File: config.mk
export PLATFORM = sky130hd
export DESIGN_NAME = serial_ir_status_mode_control
export DESIGN_NICKNAME = d
export VERILOG_FILES = /design/src/pkg/serial_ir_status_pkg.sv /design/src/hdl/serial_ir_status_mode_control.sv
export VERILOG_INCLUDE_DIRS = /design/src /design/src/pkg
export SDC_FILE = /design/constraint.sdc
export NUM_CORES = 1
export LEC_CHECK = 0
export BUFFER_PORTS_ARGS = -buffer_cell sky130_fd_sc_hd__buf_2
export CAP_MARGIN = 20
export CORE_UTILIZATION = 58
export CTS_CLUSTER_DIAMETER = 200
export DETAILED_ROUTE_END_ITERATION = 10
export HOLD_SLACK_MARGIN = 0.02
export PLACE_DENSITY = 0.76
export RECOVER_POWER = 50
export SLEW_MARGIN = 5
export SYNTH_ARGS = -nofsm -noshare
export SYNTH_HDL_FRONTEND = slang
export SYNTH_SLANG_ARGS = --single-unit
File: constraint.sdc
create_clock -name clk -period 4.9 [get_ports clk]
set_input_delay 0.245 -clock clk [delete_from_list [all_inputs] [get_ports clk]]
set_output_delay 0.245 -clock clk [all_outputs]
set_load 0.02 [all_outputs]
File: src/pkg/serial_ir_status_map.svh
// register offsets, field positions, reset values and mode codes of the status and mode-control block
// assumes a 3-bit register address with one byte per offset
`ifndef SERIAL_IR_STATUS_MAP_SVH
`define SERIAL_IR_STATUS_MAP_SVH

`define SIS_OFF_DATA        3'h0
`define SIS_OFF_MODE_CTRL   3'h4
`define SIS_OFF_LINE_STAT   3'h5
`define SIS_OFF_MODEM_STAT  3'h6
`define SIS_OFF_SCRATCH     3'h7

`define SIS_MCR_DTR         0
`define SIS_MCR_RTS         1
`define SIS_MCR_DMA_EN      2
`define SIS_MCR_TRANSMIT_DEFERRAL      3
`define SIS_MCR_LOOP        4
`define SIS_MCR_MODE_LO     5
`define SIS_MCR_MODE_HI     7
`define SIS_MCR_EXT_MASK    8'hEF
`define SIS_MCR_NONEXT_MASK 8'h1F
`define SIS_MCR_RESET       8'h00

`define SIS_LSR_RESET       8'h60
`define SIS_MSR_IR_FIXED    8'h30
`define SIS_SPR_RESET       8'h00

`define SIS_MODE_UART       3'h0
`define SIS_MODE_ASK_IR     3'h2
`define SIS_MODE_SIR        3'h3
`define SIS_MODE_CONSUMER   3'h6

`endif

File: src/pkg/serial_ir_status_pkg.sv
// types shared by the status and mode-control block
// assumes the map header supplies all numeric constants
package serial_ir_status_pkg;

  typedef enum logic [4:0] {
    RX_IDLE   = 5'h01,
    RX_DATA   = 5'h02,
    RX_PARITY = 5'h04,
    RX_STOP   = 5'h08,
    RX_HOLD   = 5'h10
  } rx_state_e;

  // one received character with the errors that travel with it
  typedef struct packed {
    logic       line_break_flag;
    logic       fe;
    logic       pe;
    logic [7:0] data;
  } rx_entry_s;

  // active-high modem status levels, ordered as status bits 7..4
  typedef struct packed {
    logic dcd;
    logic ri;
    logic dsr;
    logic cts;
  } modem_lines_s;

endpackage

File: src/hdl/serial_ir_status_mode_control.sv
// mode control, line status, modem status and scratch registers of a serial/infrared port,
// with a bit-level receiver, receive and transmit queues and the dma data path
// assumes bit_tick pulses once per bit at mid-bit, and all inputs are synchronous to clk
// How it works
// - dma reaches data queues only while dma enable bit 2 is set, any bank
// - deferral default off, needs transmit fifo
// - bits 7-5 select uart, ask, sir, consumer
// - mode change flushes queues, clears status
// - line status resets 60h, read clears
// - error bits 4..1 raise line interrupt
// - data-available while any character is held
// - overrun drops new character, keeps stored
// - parity error travels, shows at head
// - zero stop bit flags framing error
// - after framing error, zero bit starts
// - zero run of character flags break
// - one zero character per break, then wait
// - transmit ready when holding queue empty
// - transmitter idle needs empty queue, shifter
// - queued error summary, zero without fifo
// - ir with select set reads 30h
// - loopback feeds status from control bits
// - delta bits raise event, clear on read, or on mode change with select clear
// - deltas on change, ring on falling
// - bits 7..4 are inverted modem inputs
// - extended loopback dtr drives dsr, ring
`timescale 1ns/1ps
`include "serial_ir_status_map.svh"

module serial_ir_status_mode_control
  import serial_ir_status_pkg::*;
#(
  parameter int DEPTH = 16
) (
  input  wire logic       clk,
  input  wire logic       rst_n,
  input  wire logic [2:0] reg_addr,
  input  wire logic [7:0] reg_wdata,
  input  wire logic       reg_wr,
  input  wire logic       reg_rd,
  output logic      [7:0] reg_rdata,
  input  wire logic       extended_mode,
  input  wire logic       fifo_enable,
  input  wire logic       loop_ext,
  input  wire logic       ir_msr_select,
  input  wire logic       parity_enable,
  input  wire logic       parity_even,
  input  wire logic       line_irq_enable,
  input  wire logic       modem_status_irq_enable,
  input  wire logic       rx_soft_reset,
  input  wire logic       tx_soft_reset,
  input  wire logic       rx_line,
  input  wire logic       bit_tick,
  input  wire logic       dma_rd,
  input  wire logic       dma_wr,
  input  wire logic [7:0] dma_wdata,
  output logic      [7:0] dma_rdata,
  output logic            dma_enable,
  input  wire logic       tx_take,
  input  wire logic       tx_shifter_busy,
  output logic      [7:0] tx_data,
  output logic            tx_avail,
  output logic            transmit_deferral,
  input  wire logic       cts_n,
  input  wire logic       dsr_n,
  input  wire logic       ri_n,
  input  wire logic       dcd_n,
  output logic            dtr_n,
  output logic            rts_n,
  output logic      [2:0] operating_mode_field,
  output logic            aux_status_clear,
  output logic            line_status_irq,
  output logic            modem_status_event
);

  localparam int AW = $clog2(DEPTH);
  localparam int CW = AW + 1;

  typedef struct packed {
    logic [7:0]                modem_mode_control_ext;
    logic [7:0]                scratch_byte;
    logic                      oe;
    logic                      pe;
    logic                      fe;
    logic                      line_break_flag;
    logic                      head_seen;
    rx_entry_s [DEPTH-1:0]     rxm;
    logic [AW-1:0]             rx_rd;
    logic [AW-1:0]             rx_wr;
    logic [CW-1:0]             rx_cnt;
    logic [DEPTH-1:0][7:0]     txm;
    logic [AW-1:0]             tx_rd;
    logic [AW-1:0]             tx_wr;
    logic [CW-1:0]             tx_cnt;
    modem_lines_s              prev;
    logic [3:0]                delta;
    rx_state_e                 rxs;
    logic [2:0]                bitn;
    logic [7:0]                sh;
    logic                      pbit;
    logic [7:0]                rdata;
    logic [7:0]                dmard;
    logic                      aux_clr;
  } state_s;

  state_s st_r;
  state_s st_nxt;

  logic [2:0]   mode;
  logic         consumer;
  logic         ir_mode;
  logic         loop_on;
  modem_lines_s lvl;
  logic [CW-1:0] cap;
  logic         mode_change;
  logic         rx_push;
  logic         rx_pop;
  logic         tx_push;
  logic         tx_pop;
  logic [7:0]   tx_byte;
  rx_entry_s    new_entry;
  rx_entry_s    head;
  logic         any_queued_err;
  logic         lsr_read;
  logic         msr_read;
  logic [7:0]   lsr_val;
  logic [7:0]   msr_val;

  assign mode     = extended_mode ? st_r.modem_mode_control_ext[`SIS_MCR_MODE_HI:`SIS_MCR_MODE_LO] : `SIS_MODE_UART;
  assign consumer = (mode == `SIS_MODE_CONSUMER);
  assign ir_mode  = (mode == `SIS_MODE_ASK_IR) || (mode == `SIS_MODE_SIR) || consumer;
  assign loop_on  = extended_mode ? loop_ext : st_r.modem_mode_control_ext[`SIS_MCR_LOOP];
  assign head     = st_r.rxm[st_r.rx_rd];
  assign cap      = fifo_enable ? CW'(DEPTH) : CW'(1);

  // modem status sources: pins normally, control bits in loopback
  always_comb begin
    lvl = '{dcd: ~dcd_n, ri: ~ri_n, dsr: ~dsr_n, cts: ~cts_n};
    if (loop_on && extended_mode) begin
      lvl.dsr = st_r.modem_mode_control_ext[`SIS_MCR_DTR];
      lvl.ri  = st_r.modem_mode_control_ext[`SIS_MCR_DTR];
      lvl.cts = st_r.modem_mode_control_ext[`SIS_MCR_RTS];
      lvl.dcd = st_r.modem_mode_control_ext[`SIS_MCR_RTS];
    end else if (loop_on) begin
      lvl.dsr = st_r.modem_mode_control_ext[`SIS_MCR_DTR];
      lvl.cts = st_r.modem_mode_control_ext[`SIS_MCR_RTS];
      lvl.ri  = st_r.modem_mode_control_ext[2];
      lvl.dcd = st_r.modem_mode_control_ext[3];
    end
  end

  always_comb begin
    any_queued_err = 1'b0;
    for (int i = 0; i < DEPTH; i++) begin
      if (CW'(i) < st_r.rx_cnt) begin
        any_queued_err = any_queued_err | (st_r.rxm[AW'(st_r.rx_rd + AW'(i))].pe
                                         | st_r.rxm[AW'(st_r.rx_rd + AW'(i))].fe
                                         | st_r.rxm[AW'(st_r.rx_rd + AW'(i))].line_break_flag);
      end
    end
  end

  assign lsr_val = {fifo_enable & ~consumer & any_queued_err,
                    (st_r.tx_cnt == '0) & ~tx_shifter_busy,
                    (st_r.tx_cnt == '0),
                    st_r.line_break_flag, st_r.fe, st_r.pe, st_r.oe,
                    (st_r.rx_cnt != '0)};

  assign msr_val = (ir_mode && ir_msr_select) ? `SIS_MSR_IR_FIXED : {lvl, st_r.delta};

  assign lsr_read    = reg_rd && (reg_addr == `SIS_OFF_LINE_STAT);
  assign msr_read    = reg_rd && (reg_addr == `SIS_OFF_MODEM_STAT) && !(ir_mode && ir_msr_select);
  assign mode_change = reg_wr && extended_mode && (reg_addr == `SIS_OFF_MODE_CTRL)
                       && (reg_wdata[`SIS_MCR_MODE_HI:`SIS_MCR_MODE_LO]
                           != st_r.modem_mode_control_ext[`SIS_MCR_MODE_HI:`SIS_MCR_MODE_LO]);

  // data port: host at offset 0, or dma regardless of any bank selection
  assign rx_pop  = (st_r.rx_cnt != '0) && ((reg_rd && reg_addr == `SIS_OFF_DATA)
                   || (dma_rd && st_r.modem_mode_control_ext[`SIS_MCR_DMA_EN]));
  assign tx_push = (st_r.tx_cnt < cap) && ((reg_wr && reg_addr == `SIS_OFF_DATA)
                   || (dma_wr && st_r.modem_mode_control_ext[`SIS_MCR_DMA_EN]));
  assign tx_byte = (reg_wr && reg_addr == `SIS_OFF_DATA) ? reg_wdata : dma_wdata;
  assign tx_pop  = tx_take && (st_r.tx_cnt != '0);

  always_comb begin
    st_nxt    = st_r;
    rx_push   = 1'b0;
    new_entry = '0;
    st_nxt.aux_clr = mode_change;

    // bit-level receiver
    if (bit_tick) begin
      case (st_r.rxs)
        RX_IDLE: begin
          if (!rx_line) begin
            st_nxt.rxs  = RX_DATA;
            st_nxt.bitn = '0;
          end
        end
        RX_DATA: begin
          st_nxt.sh   = {rx_line, st_r.sh[7:1]};
          st_nxt.bitn = st_r.bitn + 3'h1;
          if (st_r.bitn == 3'h7) begin
            st_nxt.rxs  = parity_enable ? RX_PARITY : RX_STOP;
            st_nxt.pbit = 1'b0;
          end
        end
        RX_PARITY: begin
          st_nxt.pbit = rx_line;
          st_nxt.rxs  = RX_STOP;
        end
        RX_STOP: begin
          rx_push        = 1'b1;
          new_entry.data = st_r.sh;
          new_entry.pe   = parity_enable && ((^st_r.sh ^ st_r.pbit) == parity_even) && !consumer;
          new_entry.fe   = !rx_line && !consumer;
          if (!rx_line && st_r.sh == 8'h00 && !st_r.pbit) begin
            new_entry.line_break_flag = !consumer;
            new_entry.pe  = 1'b0;
            st_nxt.rxs    = RX_HOLD;
          end else begin
            st_nxt.rxs = RX_IDLE;
          end
        end
        RX_HOLD: begin
          if (rx_line) begin
            st_nxt.rxs = RX_IDLE;
          end
        end
        default: begin
          st_nxt.rxs = RX_IDLE;
        end
      endcase
    end

    // receive queue; in non-fifo mode it holds a single character
    if (rx_pop) begin
      st_nxt.rx_rd     = st_r.rx_rd + AW'(1);
      st_nxt.head_seen = 1'b0;
      st_nxt.dmard     = head.data;
    end
    if (rx_push && (st_r.rx_cnt - CW'(rx_pop)) < cap) begin
      st_nxt.rxm[st_r.rx_wr] = new_entry;
      st_nxt.rx_wr           = st_r.rx_wr + AW'(1);
    end
    st_nxt.rx_cnt = st_r.rx_cnt - CW'(rx_pop)
                    + CW'(rx_push && (st_r.rx_cnt - CW'(rx_pop)) < cap);

    // errors show once their character reaches the head
    if (lsr_read) begin
      st_nxt.oe  = 1'b0;
      st_nxt.pe  = 1'b0;
      st_nxt.fe  = 1'b0;
      st_nxt.line_break_flag = 1'b0;
    end
    if (rx_push && (st_r.rx_cnt - CW'(rx_pop)) >= cap) begin
      st_nxt.oe = 1'b1;
    end
    if (st_r.rx_cnt != '0 && !st_r.head_seen && !rx_pop) begin
      st_nxt.head_seen = 1'b1;
      st_nxt.pe        = st_nxt.pe | head.pe;
      st_nxt.fe        = st_nxt.fe | head.fe;
      st_nxt.line_break_flag       = st_nxt.line_break_flag | head.line_break_flag;
    end

    // transmit queue
    if (tx_push) begin
      st_nxt.txm[st_r.tx_wr] = tx_byte;
      st_nxt.tx_wr           = st_r.tx_wr + AW'(1);
    end
    if (tx_pop) begin
      st_nxt.tx_rd = st_r.tx_rd + AW'(1);
    end
    st_nxt.tx_cnt = st_r.tx_cnt + CW'(tx_push) - CW'(tx_pop);

    // modem deltas, set wins over clear
    st_nxt.prev = lvl;
    if (msr_read || (mode_change && !ir_msr_select)) begin
      st_nxt.delta = 4'h0;
    end
    st_nxt.delta[0] = st_nxt.delta[0] | (lvl.cts ^ st_r.prev.cts);
    st_nxt.delta[1] = st_nxt.delta[1] | (lvl.dsr ^ st_r.prev.dsr);
    st_nxt.delta[2] = st_nxt.delta[2] | (st_r.prev.ri & ~lvl.ri);
    st_nxt.delta[3] = st_nxt.delta[3] | (lvl.dcd ^ st_r.prev.dcd);

    // register writes; line status has no write path
    if (reg_wr && reg_addr == `SIS_OFF_MODE_CTRL) begin
      st_nxt.modem_mode_control_ext = reg_wdata & (extended_mode ? `SIS_MCR_EXT_MASK : `SIS_MCR_NONEXT_MASK);
    end else if (reg_wr && reg_addr == `SIS_OFF_SCRATCH && !extended_mode) begin
      st_nxt.scratch_byte = reg_wdata;
    end

    // read data, valid in the following cycle
    if (reg_addr == `SIS_OFF_DATA) begin
      st_nxt.rdata = (st_r.rx_cnt != '0) ? head.data : 8'h00;
    end else if (reg_addr == `SIS_OFF_MODE_CTRL) begin
      st_nxt.rdata = st_r.modem_mode_control_ext;
    end else if (reg_addr == `SIS_OFF_LINE_STAT) begin
      st_nxt.rdata = lsr_val;
    end else if (reg_addr == `SIS_OFF_MODEM_STAT) begin
      st_nxt.rdata = msr_val;
    end else if (reg_addr == `SIS_OFF_SCRATCH && !extended_mode) begin
      st_nxt.rdata = st_r.scratch_byte;
    end else begin
      st_nxt.rdata = 8'h00;
    end

    // flushes: mode change empties both queues and pending status
    if (mode_change || rx_soft_reset) begin
      st_nxt.rx_rd     = '0;
      st_nxt.rx_wr     = '0;
      st_nxt.rx_cnt    = '0;
      st_nxt.head_seen = 1'b0;
      st_nxt.oe        = 1'b0;
      st_nxt.pe        = 1'b0;
      st_nxt.fe        = 1'b0;
      st_nxt.line_break_flag       = 1'b0;
    end
    if (mode_change || tx_soft_reset) begin
      st_nxt.tx_rd  = '0;
      st_nxt.tx_wr  = '0;
      st_nxt.tx_cnt = '0;
    end
  end

  always_ff @(posedge clk) begin
    if (!rst_n) begin
      st_r      <= '0;
      st_r.modem_mode_control_ext  <= `SIS_MCR_RESET;
      st_r.scratch_byte  <= `SIS_SPR_RESET;
      st_r.rxs  <= RX_IDLE;
      st_r.prev <= '0;
    end else begin
      st_r <= st_nxt;
    end
  end

  assign reg_rdata            = st_r.rdata;
  assign dma_rdata            = st_r.dmard;
  assign dma_enable           = st_r.modem_mode_control_ext[`SIS_MCR_DMA_EN];
  assign transmit_deferral    = st_r.modem_mode_control_ext[`SIS_MCR_TRANSMIT_DEFERRAL] & fifo_enable;
  assign tx_data              = st_r.txm[st_r.tx_rd];
  assign tx_avail             = (st_r.tx_cnt != '0);
  assign dtr_n                = ~st_r.modem_mode_control_ext[`SIS_MCR_DTR];
  assign rts_n                = ~st_r.modem_mode_control_ext[`SIS_MCR_RTS];
  assign operating_mode_field = mode;
  assign aux_status_clear     = st_r.aux_clr;
  assign line_status_irq      = line_irq_enable & (st_r.oe | st_r.pe | st_r.fe | st_r.line_break_flag);
  assign modem_status_event   = modem_status_irq_enable & (st_r.delta != 4'h0);

endmodule // serial_ir_status_mode_control

==> results.sh <==
export IMPL_period_needed_ns=4.082
export IMPL_endpoint="st_r[251]"
export IMPL_hold_depth=2
export IMPL_yosysUniqueCellTypes=64
export IMPL_cts_tree="yes"
export IMPL_cap_violations=4
export IMPL_worstSetupStartpoint="st_r[185]"
export IMPL_crit_type="flop to flop"
export IMPL_synth_edff_count=0
export IMPL_path_max_fanout=30
export IMPL_rrSetupSlack_ns=0.82
export IMPL_leakage_nw=6.815
export IMPL_rr_endpoint="st_r[251]"
export IMPL_synth_ff_latch_count=393
export IMPL_finalSetupViolCount=0
export IMPL_start_util_pct=58.90
export IMPL_h_tree_depth=2
export IMPL_grt_pass1_wl_microns=78970
export IMPL_outcome="finished, violations left"
export IMPL_total_power_mw=6.836
export IMPL_viasPerCell=6.173
export IMPL_clock_latency_ns=0.55
export IMPL_async_flop_share_pct=0
export IMPL_cts_path_max_buffers=3
export IMPL_grtUsageTotal_pct=29.47
export IMPL_antenna_found_initial=0
export IMPL_violations="max-capacitance violations, max-slew violations"
export IMPL_nets=2091
export IMPL_required_ns=5.30
export IMPL_die_area_sq_um=33770
export IMPL_fillers=2688
export IMPL_cts_sinks=393
export IMPL_placementRows=66
export IMPL_synthesis_area_sq_um=19160
export IMPL_numCtsBuffers=41
export IMPL_powerDensity_nw_per_um2=331.4
export IMPL_fin_setup_tns_ns=0
export IMPL_clockRootBuffer="clkbuf_16"
export IMPL_synth_seq_area_share_pct=41.06
export IMPL_path_clk_slew_ns=0.06
export IMPL_num_io_pins=78
export IMPL_maxSlewHeadroom_pct=-33.34
export IMPL_place_hpwl_microns=33950
export IMPL_num_vias=15290
export IMPL_hold_class="input port to flop"
export IMPL_drtIter0Drc=1134
export IMPL_globalRouteOverflowTotal=0
export IMPL_ir_worst_vdd_uv=252.3
export IMPL_drv_slew=68
export IMPL_syn_nets=2118
export IMPL_grt_pass1_vias=14510
export IMPL_syn_instance_count=2037
export IMPL_core_area_sq_um=32540
export IMPL_n_antenna_cell=0
export IMPL_fmax_ghz=0.2450
export IMPL_period_share_pct=83.30
export IMPL_yosys_warnings=0
export IMPL_worstSetupStartpointType="flop"
export IMPL_area_growth_pct=7.632
export IMPL_io_buffers=77
export IMPL_timing_rr_start="st_r[185]"
export IMPL_r2r_cells=15
export IMPL_grt_max_degree=170
export IMPL_clock_skew_ns=0.01838
export IMPL_wl_per_cell_microns=20.10
export IMPL_rsz0062_at_grt="no"
export IMPL_drc=0
export IMPL_drive_gt1_share_pct=13.03
export IMPL_synth_flop_cell="dfxtp_1"
export IMPL_drtAntennaViolNets=0
export IMPL_tightest_slew_ns=1.985
export IMPL_die_x_microns=183.8
export IMPL_drt_pass1_iterations=5
export IMPL_die_h_microns=183.8
export IMPL_critPathCaptureType="flop"
export IMPL_final_hold_violation_count=0
export IMPL_wl_microns=49770
export IMPL_gp_congestion=0.9132
export IMPL_syn_mean_instance_area_sq_um=9.408
export IMPL_cts_resized=0
export IMPL_arrival_ns=4.48
-- how the worst min path moves through the flow --
stage,end,slack (ns),from
2_1_floorplan,st_r[29],0.32,rst_n
3_3_place_gp,st_r[340],0.44,st_r[340]
3_5_place_dp,st_r[233],0.45,st_r[233]
4_1_cts,st_r[29],0.03,rst_n
5_1_grt,st_r[29],0.03,rst_n
6_report,st_r[29],0.04,rst_n
-- through the flow --
stage	instances	cell area [sq um]	util (%)	setup slack (ns)	hold slack (ns)
global placement	2395	19400	59.64	1.078	0.4385
floorplan	2037	19160	-	0.9728	0.3168
finish	2476	20630	63.39	0.8184	0.03696
CTS	2475	20820	64.00	0.8756	0.03189
global route	2476	20630	63.39	0.5622	0.03446
detailed placement	2395	19400	59.64	0.9305	0.4470
-- kinds of logic (layout without fill, tap and decap cells) --
| group | Yosys count | count (layout) | synth area share [%] |
|---|---|---|---|
| buffers and inverters | 225 | 222 | 5.517 |
| DFF | 393 | 393 | 41.06 |
| and+or+nand+nor | 744 | 744 | 17.30 |
| AOI/OAI and AO/OA | 363 | 363 | 12.43 |
| xor gates and xnor gates | 40 | 40 | 1.828 |
| adders and majority gates | 38 | 38 | 2.520 |
| muxes | 234 | 234 | 19.35 |
-- flip-flops by register name (all words and copies together), names as in the netlist --
signal / flops
dma_rdata: 8
aux_status_clear: 1
lsr_val: 4
reg_rdata: 8
dma_enable: 1
st_r: 371
-- critical path: stages, from the launching register on --
cell and delay, ns:
dfxtp_1 0.40, nor2_1 0.22, nand2_1 0.11, nor3_1 0.39
nor2_1 0.10, buf_4 0.22, ha_1 0.21, ha_1 0.21
nand2_1 0.09, xnor2_1 0.17, ha_1 0.31, a21oi_2 0.13
buf_4 0.28, and3_1 0.70, mux2i_1 0.31, nor2_1 0.06
-- cell type report --
type / count / area [sq um] / share of cell area (%)
Tap cell: 442 / 553.0 / 2.681
Clock inverter: 7 / 82.58 / 0.4004
Sequential cell: 393 / 7874 / 38.17
Inverter: 43 / 168.9 / 0.8189
Clock buffer: 60 / 1207 / 5.854
Timing Repair Buffer: 112 / 658.1 / 3.191
Multi-Input combinational cell: 1419 / 10080 / 48.88
-- what timing repair did --
item,CTS,global route
buffers inserted,0,0
hold endpoints to repair,21,0
hold buffers,13,0
-- report_power, final --
| group | leakage, nW | switching, mW | internal (mW) | total [mW] |
|---|---|---|---|---|
| Combinational | 3.01 | 0.335 | 0.205 | 0.540 |
| Clock | 0.638 | 1.27 | 1.76 | 3.03 |
| Sequential | 3.17 | 0.0400 | 3.23 | 3.27 |
-- metal layers --
metal / global-route usage, % / part of all wire (%) / vias to the layer above
li1: - / - / 7125
met1: 37.75 / 41 / 7434
met2: 49.55 / 49 / 606
met3: 4.536 / 6.3 / 120
met4: 12.37 / 3.6 / 0
met5: 0 / 0 / -
-- synthesized netlist by cell type (32+ instances only) --
master / n / area share, %
ha_1: 37 / 2.4
nor2_1: 316 / 6.2
dfxtp_1: 393 / 41
inv_1: 41 / 0.80
buf_4: 38 / 1.5
clkbuf_1: 111 / 2.2
a211oi_1: 125 / 4.9
a21oi_1: 162 / 4.2
nand2_1: 251 / 4.9
mux2i_1: 124 / 6.5
nand3_1: 32 / 0.84
mux4_2: 109 / 13
-- cell usage in the layout, fill, tap and decap left out, types with 13 or more instances in the layout --
cell type,netlist,routed
nand3_1,32,32
xnor2_1,21,21
o21ai_0,16,16
a21oi_1,162,161
nor2_1,316,328
clkbuf_1,111,35
clkbuf_16,0,41
nand2_1,251,255
a211oi_1,125,126
ha_1,37,37
buf_2,19,51
and3_1,19,19
dfxtp_1,393,390
mux4_2,109,109
inv_1,41,41
dlygate4sd3_1,0,13
and2_1,23,16
buf_4,38,18
xor2_1,19,19
nor3_1,29,33
mux2i_1,124,123
(Power assumes the default switching activity.)
